`config.mk`:
```
export PLATFORM = sky130hd
export DESIGN_NAME = ebpt_timer
export DESIGN_NICKNAME = d
export VERILOG_FILES = /design/src/ebpt_pkg.sv /design/src/ebpt_timer.sv
export VERILOG_INCLUDE_DIRS = /design/src
export SDC_FILE = /design/constraint.sdc
export NUM_CORES = 1
export LEC_CHECK = 0
export ABC_AREA = 1
export BUFFER_PORTS_ARGS = -buffer_cell sky130_fd_sc_hd__buf_2
export CORE_UTILIZATION = 59
export DETAILED_ROUTE_END_ITERATION = 10
export PLACE_DENSITY_LB_ADDON = 0.2
export SYNTH_ARGS = -nofsm -noshare
export SYNTH_HDL_FRONTEND = slang
export SYNTH_SLANG_ARGS = --single-unit
```
`constraint.sdc`:
```
create_clock -name aclk -period 3.75 [get_ports aclk]
set_input_delay 0.1875 -clock aclk [delete_from_list [all_inputs] [get_ports aclk]]
set_output_delay 0.1875 -clock aclk [all_outputs]
set_load 0.02 [all_outputs]
```
`src/ebpt_defs.svh`:
```
// Purpose: Offsets, field positions, reset values and timing counts of the period timer block
// Assumes: 32-bit AXI4-Lite register bus, one aligned word per register
// Notes: Offsets are word indices; byte address is four times the index
`ifndef EBPT_DEFS_SVH
`define EBPT_DEFS_SVH

`define EBPT_IDX_CTRL4 12'hf76
`define EBPT_IDX_CTRL6 12'hf1e
`define EBPT_IDX_CTRL8 12'hf1b
`define EBPT_IDX_COUNT4 12'h000
`define EBPT_IDX_COUNT6 12'h001
`define EBPT_IDX_COUNT8 12'h002
`define EBPT_IDX_PERIOD4 12'h004
`define EBPT_IDX_PERIOD6 12'h005
`define EBPT_IDX_PERIOD8 12'h006
`define EBPT_IDX_IRQ_STATUS 12'h008
`define EBPT_IDX_IRQ_ENABLE 12'h009
`define EBPT_IDX_IRQ_CLEAR 12'h00a

`define EBPT_CTRL_PRESC_LSB 0
`define EBPT_CTRL_RUN_BIT 2
`define EBPT_CTRL_POSTSC_LSB 3
`define EBPT_CTRL_WMASK 8'h7f

`define EBPT_COUNT_RST 8'h00
`define EBPT_PERIOD_RST 8'hff
`define EBPT_CTRL_RST 8'h00

`define EBPT_ICYC_DIV 4
`define EBPT_PRESC_MAX_1 4'h0
`define EBPT_PRESC_MAX_4 4'h3
`define EBPT_PRESC_MAX_16 4'hf

`define EBPT_RESP_OKAY 2'h0
`define EBPT_RESP_SLVERR 2'h2

`endif

```
`src/ebpt_pkg.sv`:
```
// Purpose: Types shared by the period timer block
// Assumes: Constants come from ebpt_defs.svh
// Notes: Control layout mirrors the control register bits 7..0
package ebpt_pkg;

  typedef struct packed {
    logic unused7;
    logic [3:0] postscale_select;
    logic timer_run_bit;
    logic [1:0] prescale_select;
  } ebpt_ctrl_s;

  typedef enum logic [2:0] {
    EBPT_REG_NONE,
    EBPT_REG_CTRL,
    EBPT_REG_COUNT,
    EBPT_REG_PERIOD,
    EBPT_REG_IRQ_STATUS,
    EBPT_REG_IRQ_ENABLE,
    EBPT_REG_IRQ_CLEAR
  } ebpt_reg_e;

  typedef struct packed {
    ebpt_reg_e kind;
    logic [1:0] unit;
  } ebpt_sel_s;

  typedef struct packed {
    logic [13:0] addr;
    logic [2:0] prot;
  } ebpt_addr_s;

endpackage

```
`src/ebpt_timer.sv`:
```
// Purpose: Three 8-bit period timers with prescaler, postscaler, interrupt and PWM time-base match
// Assumes: aclk is the oscillator; the instruction cycle is one aclk in four
// Notes: AXI4-Lite slave, one write and one read in flight, answers a write two cycles after both halves, a read one cycle after
//
// Summary of operation
// - Readable, writable 8-bit count and period registers
// - Count up to period, then back to zero
// - Period register resets to all ones
// - Count clocked by instruction cycle through prescaler
// - Prescale field: 00 /1, 01 /4, 1x /16
// - Postscale field counts 1 to 16 matches
// - Postscaler completion sets sticky interrupt flag
// - Interrupt forwarded only while enable bit set
// - Count or control write clears both scalers
// - Control write leaves count unchanged
// - Count clears to zero on reset
// - Run bit clear stops the timer
// - Pre-postscaler match drives PWM time base and gate pulse
// - Return to zero pulses the gate selector
//
// Our own choice: the AXI4-Lite slave port.
`include "ebpt_defs.svh"
`timescale 1ns/10ps
module ebpt_timer #(
  parameter int NUM_TIMERS = 3,
  parameter int ADDR_W = 14
) (
  input wire logic aclk,
  input wire logic aresetn,
  input wire logic [ADDR_W-1:0] s_axi_awaddr,
  input wire logic [2:0] s_axi_awprot,
  input wire logic s_axi_awvalid,
  output logic s_axi_awready,
  input wire logic [31:0] s_axi_wdata,
  input wire logic [3:0] s_axi_wstrb,
  input wire logic s_axi_wvalid,
  output logic s_axi_wready,
  output logic [1:0] s_axi_bresp,
  output logic s_axi_bvalid,
  input wire logic s_axi_bready,
  input wire logic [ADDR_W-1:0] s_axi_araddr,
  input wire logic [2:0] s_axi_arprot,
  input wire logic s_axi_arvalid,
  output logic s_axi_arready,
  output logic [31:0] s_axi_rdata,
  output logic [1:0] s_axi_rresp,
  output logic s_axi_rvalid,
  input wire logic s_axi_rready,
  output logic irq,
  output logic [NUM_TIMERS-1:0] pwm_time_base_match,
  output logic [NUM_TIMERS-1:0] gate_match_pulse
);
  import ebpt_pkg::*;

  if (NUM_TIMERS < 1 || NUM_TIMERS > 3) begin : g_bad_num
    $error("NUM_TIMERS must be 1 to 3");
  end
  if (ADDR_W != 14) begin : g_bad_addr
    $error("ADDR_W must be 14");
  end

  function automatic ebpt_sel_s reg_decode(input logic [ADDR_W-1:0] byte_addr);
    ebpt_sel_s s;
    logic [11:0] idx;
    s = '{EBPT_REG_NONE, 2'd0};
    idx = byte_addr[ADDR_W-1:2];
    case (idx)
      `EBPT_IDX_CTRL4: s = '{EBPT_REG_CTRL, 2'd0};
      `EBPT_IDX_CTRL6: s = '{EBPT_REG_CTRL, 2'd1};
      `EBPT_IDX_CTRL8: s = '{EBPT_REG_CTRL, 2'd2};
      `EBPT_IDX_COUNT4: s = '{EBPT_REG_COUNT, 2'd0};
      `EBPT_IDX_COUNT6: s = '{EBPT_REG_COUNT, 2'd1};
      `EBPT_IDX_COUNT8: s = '{EBPT_REG_COUNT, 2'd2};
      `EBPT_IDX_PERIOD4: s = '{EBPT_REG_PERIOD, 2'd0};
      `EBPT_IDX_PERIOD6: s = '{EBPT_REG_PERIOD, 2'd1};
      `EBPT_IDX_PERIOD8: s = '{EBPT_REG_PERIOD, 2'd2};
      `EBPT_IDX_IRQ_STATUS: s = '{EBPT_REG_IRQ_STATUS, 2'd0};
      `EBPT_IDX_IRQ_ENABLE: s = '{EBPT_REG_IRQ_ENABLE, 2'd0};
      `EBPT_IDX_IRQ_CLEAR: s = '{EBPT_REG_IRQ_CLEAR, 2'd0};
      default: s = '{EBPT_REG_NONE, 2'd0};
    endcase
    // Units beyond the built count answer as unmapped
    if (32'(s.unit) >= NUM_TIMERS) begin
      s = '{EBPT_REG_NONE, 2'd0};
    end
    return s;
  endfunction

  function automatic logic [3:0] presc_max(input logic [1:0] sel);
    logic [3:0] m;
    m = `EBPT_PRESC_MAX_16;
    if (sel == 2'b00) begin
      m = `EBPT_PRESC_MAX_1;
    end else if (sel == 2'b01) begin
      m = `EBPT_PRESC_MAX_4;
    end
    return m;
  endfunction

  // Write channel: address and data caught in either order
  logic aw_held_r;
  logic w_held_r;
  logic [ADDR_W-1:0] aw_addr_r;
  logic [31:0] w_data_r;
  logic [3:0] w_strb_r;
  logic bvalid_r;
  logic [1:0] bresp_r;
  logic awready_r;
  logic wready_r;
  wire aw_hs = s_axi_awvalid & awready_r;
  wire w_hs = s_axi_wvalid & wready_r;
  wire do_write = aw_held_r & w_held_r & ~bvalid_r;
  wire aw_held_nxt = aw_hs | (aw_held_r & ~do_write);
  wire w_held_nxt = w_hs | (w_held_r & ~do_write);
  wire bvalid_nxt = do_write | (bvalid_r & ~s_axi_bready);
  wire awready_nxt = ~aw_held_nxt & ~bvalid_nxt;
  wire wready_nxt = ~w_held_nxt & ~bvalid_nxt;
  ebpt_sel_s wsel;
  assign wsel = reg_decode(aw_addr_r);
  // Data sits in byte lane 0; a write without that lane changes nothing
  wire wr_lane0 = do_write & w_strb_r[0];
  wire [1:0] bresp_nxt = (wsel.kind == EBPT_REG_NONE) ? `EBPT_RESP_SLVERR : `EBPT_RESP_OKAY;

  always_ff @(posedge aclk) begin
    if (!aresetn) begin
      aw_held_r <= 1'b0;
    end else begin
      aw_held_r <= aw_held_nxt;
    end
  end

  always_ff @(posedge aclk) begin
    if (!aresetn) begin
      w_held_r <= 1'b0;
    end else begin
      w_held_r <= w_held_nxt;
    end
  end

  // Response stands until the master takes it
  always_ff @(posedge aclk) begin
    if (!aresetn) begin
      bvalid_r <= 1'b0;
    end else begin
      bvalid_r <= bvalid_nxt;
    end
  end

  always_ff @(posedge aclk) begin
    if (!aresetn) begin
      awready_r <= 1'b0;
    end else begin
      awready_r <= awready_nxt;
    end
  end

  always_ff @(posedge aclk) begin
    if (!aresetn) begin
      wready_r <= 1'b0;
    end else begin
      wready_r <= wready_nxt;
    end
  end

  always_ff @(posedge aclk) begin
    if (!aresetn) begin
      aw_addr_r <= '0;
    end else if (aw_hs) begin
      aw_addr_r <= s_axi_awaddr;
    end
  end

  always_ff @(posedge aclk) begin
    if (!aresetn) begin
      w_data_r <= 32'h0;
      w_strb_r <= 4'h0;
    end else if (w_hs) begin
      w_data_r <= s_axi_wdata;
      w_strb_r <= s_axi_wstrb;
    end
  end

  always_ff @(posedge aclk) begin
    if (!aresetn) begin
      bresp_r <= `EBPT_RESP_OKAY;
    end else if (do_write) begin
      bresp_r <= bresp_nxt;
    end
  end

  // Instruction cycle: one aclk in four
  logic [1:0] icyc_div_r;
  wire icyc = (icyc_div_r == 2'(`EBPT_ICYC_DIV - 1));
  always_ff @(posedge aclk) begin
    if (!aresetn) begin
      icyc_div_r <= 2'h0;
    end else begin
      icyc_div_r <= icyc_div_r + 2'h1;
    end
  end

  // Interrupt registers, one bit per timer
  logic [NUM_TIMERS-1:0] irq_status_r;
  logic [NUM_TIMERS-1:0] irq_enable_r;
  logic irq_r;
  logic [NUM_TIMERS-1:0] post_done;
  wire wr_enable = wr_lane0 & (wsel.kind == EBPT_REG_IRQ_ENABLE);
  wire wr_clear = wr_lane0 & (wsel.kind == EBPT_REG_IRQ_CLEAR);
  wire [NUM_TIMERS-1:0] clr_bits = wr_clear ? w_data_r[NUM_TIMERS-1:0] : '0;
  // Set wins over a clear in the same cycle
  wire [NUM_TIMERS-1:0] irq_status_nxt = (irq_status_r & ~clr_bits) | post_done;
  wire [NUM_TIMERS-1:0] irq_enable_nxt = wr_enable ? w_data_r[NUM_TIMERS-1:0] : irq_enable_r;
  wire irq_nxt = |(irq_status_nxt & irq_enable_nxt);

  always_ff @(posedge aclk) begin
    if (!aresetn) begin
      irq_status_r <= '0;
    end else begin
      irq_status_r <= irq_status_nxt;
    end
  end

  always_ff @(posedge aclk) begin
    if (!aresetn) begin
      irq_enable_r <= '0;
    end else begin
      irq_enable_r <= irq_enable_nxt;
    end
  end

  // Registered so the pin never glitches on decode
  always_ff @(posedge aclk) begin
    if (!aresetn) begin
      irq_r <= 1'b0;
    end else begin
      irq_r <= irq_nxt;
    end
  end

  // Per-timer datapath
  ebpt_ctrl_s ctrl_r [NUM_TIMERS];
  logic [7:0] count_r [NUM_TIMERS];
  logic [7:0] period_r [NUM_TIMERS];
  logic [NUM_TIMERS-1:0] match_r;

  for (genvar i = 0; i < NUM_TIMERS; i++) begin : g_tmr
    logic [3:0] pre_r;
    logic [3:0] post_r;
    wire unit_hit = (32'(wsel.unit) == i);
    wire wr_ctrl = wr_lane0 & unit_hit & (wsel.kind == EBPT_REG_CTRL);
    wire wr_count = wr_lane0 & unit_hit & (wsel.kind == EBPT_REG_COUNT);
    wire wr_period = wr_lane0 & unit_hit & (wsel.kind == EBPT_REG_PERIOD);
    wire scal_clr = wr_count | wr_ctrl;
    wire [3:0] pmax = presc_max(ctrl_r[i].prescale_select);
    wire run_tick = ctrl_r[i].timer_run_bit & icyc;
    wire pre_wrap = (pre_r == pmax);
    wire inc = run_tick & pre_wrap;
    // Software write to the count takes precedence over a match
    wire match_evt = inc & (count_r[i] == period_r[i]) & ~wr_count;
    wire [3:0] pre_step = pre_wrap ? 4'h0 : pre_r + 4'h1;
    wire [3:0] pre_nxt = scal_clr ? 4'h0 : (run_tick ? pre_step : pre_r);
    wire post_hit = (post_r == ctrl_r[i].postscale_select);
    wire [3:0] post_step = post_hit ? 4'h0 : post_r + 4'h1;
    wire [3:0] post_nxt = scal_clr ? 4'h0 : (match_evt ? post_step : post_r);
    wire [7:0] count_nxt = wr_count ? w_data_r[7:0] :
                           (match_evt ? `EBPT_COUNT_RST : (inc ? count_r[i] + 8'h01 : count_r[i]));
    // Control write keeps the count; only the scalers restart
    ebpt_ctrl_s ctrl_nxt;
    assign ctrl_nxt = wr_ctrl ? ebpt_ctrl_s'(w_data_r[7:0] & `EBPT_CTRL_WMASK) : ctrl_r[i];
    assign post_done[i] = match_evt & post_hit & ~scal_clr;

    always_ff @(posedge aclk) begin
      if (!aresetn) begin
        pre_r <= 4'h0;
      end else begin
        pre_r <= pre_nxt;
      end
    end

    always_ff @(posedge aclk) begin
      if (!aresetn) begin
        post_r <= 4'h0;
      end else begin
        post_r <= post_nxt;
      end
    end

    always_ff @(posedge aclk) begin
      if (!aresetn) begin
        count_r[i] <= `EBPT_COUNT_RST;
      end else begin
        count_r[i] <= count_nxt;
      end
    end

    always_ff @(posedge aclk) begin
      if (!aresetn) begin
        period_r[i] <= `EBPT_PERIOD_RST;
      end else if (wr_period) begin
        period_r[i] <= w_data_r[7:0];
      end
    end

    always_ff @(posedge aclk) begin
      if (!aresetn) begin
        ctrl_r[i] <= ebpt_ctrl_s'(`EBPT_CTRL_RST);
      end else begin
        ctrl_r[i] <= ctrl_nxt;
      end
    end

    always_ff @(posedge aclk) begin
      if (!aresetn) begin
        match_r[i] <= 1'b0;
      end else begin
        match_r[i] <= match_evt;
      end
    end
  end

  // Read channel: one word in flight, answered the cycle after address
  logic arready_r;
  logic rvalid_r;
  logic [31:0] rdata_r;
  logic [1:0] rresp_r;
  wire ar_hs = s_axi_arvalid & arready_r;
  wire rvalid_nxt = ar_hs | (rvalid_r & ~s_axi_rready);
  wire arready_nxt = ~rvalid_nxt;
  ebpt_sel_s rsel;
  assign rsel = reg_decode(s_axi_araddr);
  wire [1:0] ru = rsel.unit;
  wire [7:0] rd_ctrl = {1'b0, ctrl_r[ru][6:0]};
  wire [7:0] rd_byte = (rsel.kind == EBPT_REG_CTRL) ? rd_ctrl :
                       (rsel.kind == EBPT_REG_COUNT) ? count_r[ru] :
                       (rsel.kind == EBPT_REG_PERIOD) ? period_r[ru] :
                       (rsel.kind == EBPT_REG_IRQ_STATUS) ? 8'(irq_status_r) :
                       (rsel.kind == EBPT_REG_IRQ_ENABLE) ? 8'(irq_enable_r) : 8'h00;
  wire [1:0] rresp_nxt = (rsel.kind == EBPT_REG_NONE) ? `EBPT_RESP_SLVERR : `EBPT_RESP_OKAY;

  always_ff @(posedge aclk) begin
    if (!aresetn) begin
      arready_r <= 1'b0;
    end else begin
      arready_r <= arready_nxt;
    end
  end

  always_ff @(posedge aclk) begin
    if (!aresetn) begin
      rvalid_r <= 1'b0;
    end else begin
      rvalid_r <= rvalid_nxt;
    end
  end

  // Captured at the address handshake so the word stands while rvalid waits
  always_ff @(posedge aclk) begin
    if (!aresetn) begin
      rdata_r <= 32'h0;
      rresp_r <= `EBPT_RESP_OKAY;
    end else if (ar_hs) begin
      rdata_r <= {24'h0, rd_byte};
      rresp_r <= rresp_nxt;
    end
  end

  assign s_axi_awready = awready_r;
  assign s_axi_wready = wready_r;
  assign s_axi_bvalid = bvalid_r;
  assign s_axi_bresp = bresp_r;
  assign s_axi_arready = arready_r;
  assign s_axi_rvalid = rvalid_r;
  assign s_axi_rdata = rdata_r;
  assign s_axi_rresp = rresp_r;
  assign irq = irq_r;
  // Same flop feeds both: the gate pulse is the PWM match, never a baud clock
  assign pwm_time_base_match = match_r;
  assign gate_match_pulse = match_r;

endmodule // ebpt_timer

```
==> flow_metrics.tcl <==
set metrics [dict create \
    antenna_found_initial 0 \
    rr_worst_depth 13 \
    min_from "s_axi_awaddr[10]" \
    cts_buffers 17 \
    path_cells "inv_1 > nand3_1 > nor2_4 > o211ai_1 > nand2_1 > ha_1 > inv_1 > nand4_1 > nand4_1 > nand2_1 > nor2_1 > nand3b_1 > a31oi_1" \
    grt_pass1_wl_um 34100 \
    fmax_mhz 308 \
    fill_cells 1186 \
    io_buffers 61 \
    synth_top_family_by_area "simple AND/OR/NAND/NOR gates" \
    async_reset_ff_share_pct 0 \
    status "completed" \
    powerDensity_nw_per_um2 391 \
    firstDrtPassIters 5 \
    peakVddDrop_mv 0.318 \
    ys_seq_area_share_pct 37.4 \
    cts_tree "yes" \
    crit_required_ns 4.11 \
    grt.overflow.total 0 \
    slowest_delay_ns 0.50 \
    finalHoldViolCount 0 \
    slew_headroom_pct 42.0 \
    yosysWarnings 0 \
    slowest_stage "nand4_1" \
    r2r_end "count_r[2][5]" \
    p_leak_uw 0.00402 \
    fin_nets 1325 \
    cp-start-kind "flop" \
    worst_slew_pin_slew_ns 0.869 \
    reg2reg_from "aw_addr_r[6]" \
    clock_skew_ns 0.00569 \
    min_period_over_period_pct 86.6 \
    synth_enable_flop_cells 24 \
    dieWidth_um 121 \
    rows 42 \
    hpwl_um 15800 \
    crit_start "aw_addr_r[6]" \
    cp_max_fo 12 \
    min_period_ns 3.25 \
    cts_setup_buffers 0 \
    drt_wl_total_um 21400 \
    synth_xor_area_share_pct 4.44 \
    grt_setup_unrepaired "false" \
    ys.flop_type "dfxtp_1" \
    cts-root-buf "clkbuf_16" \
    syn_area_um2 8290 \
    start_util_pct 61.6 \
    synth_top_area_share_pct 28.7 \
    crit_type "flop to flop" \
    yosys.area_share.simple_pct 30.6 \
    hold_buffers 0 \
    cap_violations 0 \
    post-route-drc-count 0 \
    drive_above_1_share_pct 11.5 \
    routabilityCongestion 0.916 \
    seq_area_um2 3100 \
    wl_per_cell_um 15.1 \
    r2r_slack_ns 0.50 \
    area_growth_pct 10.5 \
    synthCells 1186 \
    ys_ff_latch 143 \
    die_h_um 121 \
    yosysTopAreaCell "dfxtp_1" \
    yosysMostFrequentCell "nand2_1" \
    core_um2 13500 \
    via_count 7925 \
    synth_compound_area_share_pct 14.1 \
    htreeDepth 4 \
    grt_pass1_vias 7009 \
    setup_viol 0 \
    clk_transition_reported_paths_ns 0.06 \
    multi_input_area_um2 4330 \
    io_pins 125 \
    yosys-top-cells-count "247 x nand2_1, 146 x inv_1, 128 x nor2_1" \
    synthMuxAreaShare_pct 0 \
    viasPerCell 5.57 \
    cp.arrival_ns 3.60 \
    drtAntennaViolNets 0 \
    avgSynthCellArea_um2 6.99 \
    cts_max_path_buffers 2 \
    design_area_um2 9160 \
    finalMaxSlewViolations 0 \
    synth_adder_area_share_pct 1.96 \
    cts_sinks 143 \
    ctsResizeCount 0 \
    design.die.area_um2 14500 \
    endpoint "count_r[2][5]" \
    hold_path_class "primary input to flop" \
    critPathCaptureType "flop" \
    drt_iter0_drc 769 \
    placed_cell_area_um2 8570 \
    yosys.cell_types.count 43 \
    clock_latency_ns 0.43 \
    grt_util_all_layers_pct 30.5 \
    tns_ns 0 \
    synthTopCellsByArea "dfxtp_1 29%, nand2_1 11%, edfxtp_1 8.7%" \
    grt_max_degree 62 \
    n_antenna_cell 0 \
]
-- metrics by stage --
stage	instances	worst slack (ns)	hold WS [ns]	total power (uW)	util, %
global route	1424	0.244	0.0438	3690	68.1
CTS	1424	0.577	0.00294	3580	68.1
finish	1424	0.502	0.00347	3580	68.1
floorplan	1211	1.41	0.354	1860	-
global placement	1392	0.659	0.407	1920	63.7
detailed placement	1392	0.608	0.416	1920	63.7
-- layer usage --
layer  GRT usage (%)  wire, um
met1            40.8      9530
met2            49.1      9800
met3            5.33      1630
met4            11.5       474
met5               0         0
-- power breakdown --
part	total, uW	internal (uW)	switching (uW)
combinational	289	72.8	216
sequential	1610	1590	19.4
clock	1690	1020	674
-- layout make-up --
class	instances	share of cell area [%]
Inverter	155	6.35
Multi-Input combinational cell	853	47.3
Clock buffer	19	4.95
Tap cell	176	2.40
Clock inverter	13	1.46
Sequential cell	143	33.9
Timing Repair Buffer	65	3.66
-- sequential cells by signal, indices dropped and copies added, names as in the netlist, 2 cells and up --
signal / count
period_r: 24
gate_match_pulse: 3
g_tmr.post_r: 12
irq_enable_r: 3
g_tmr.pre_r: 12
irq_status_r: 3
w_data_r: 8
icyc_div_r: 2
count_r: 24
ctrl_r: 21
s_axi_rdata: 8
aw_addr_r: 12
-- layout by cell type (no fill, tap or decap), types with 6 or more instances in the layout --
master and n:
a21oi_1 79, o21ai_0 76, buf_2 61, nor3_1 22, clkbuf_16 17, nor2_2 10
o221ai_1 8, inv_1 146, dfxtp_1 119, xor2_1 29, conb_1 26, nor2_4 6
o22ai_1 15, o211ai_1 20, or2_2 8, nand2_2 6, nand3_1 89, nand4_1 22
xnor2_1 13, nor2_1 128, edfxtp_1 24, ha_1 13, nand2_1 247
-- logic make-up (layout without fill, tap and decap cells) --
family          count (synthesis)  after routing
compound gates                210            210
xor+xnor                       42             42
fa+ha+maj                      13             13
buf+inv                       215            252
flops                         143            143
other cells                     1             26
simple gates                  562            562
-- worst min-delay path by stage --
stage / cells after the start / endpoint
6_report: 3 / aw_addr_r[10]
5_1_grt: 3 / aw_addr_r[10]
4_1_cts: 3 / aw_addr_r[10]
3_5_place_dp: 1 / icyc_div_r[0]
3_3_place_gp: 1 / icyc_div_r[0]
2_1_floorplan: 2 / aw_addr_r[10]
-- critical path: cells and delay by family (launching register included) --
kind                     cells  cell delay [ns]
flip-flops                   1             0.38
AND/OR/NAND/NOR              8             1.94
AO/OA/AOI/OAI                2             0.27
adder cells (fa/ha/maj)      1             0.25
buffers and inverters        2             0.32
(Power assumes the default switching activity.)
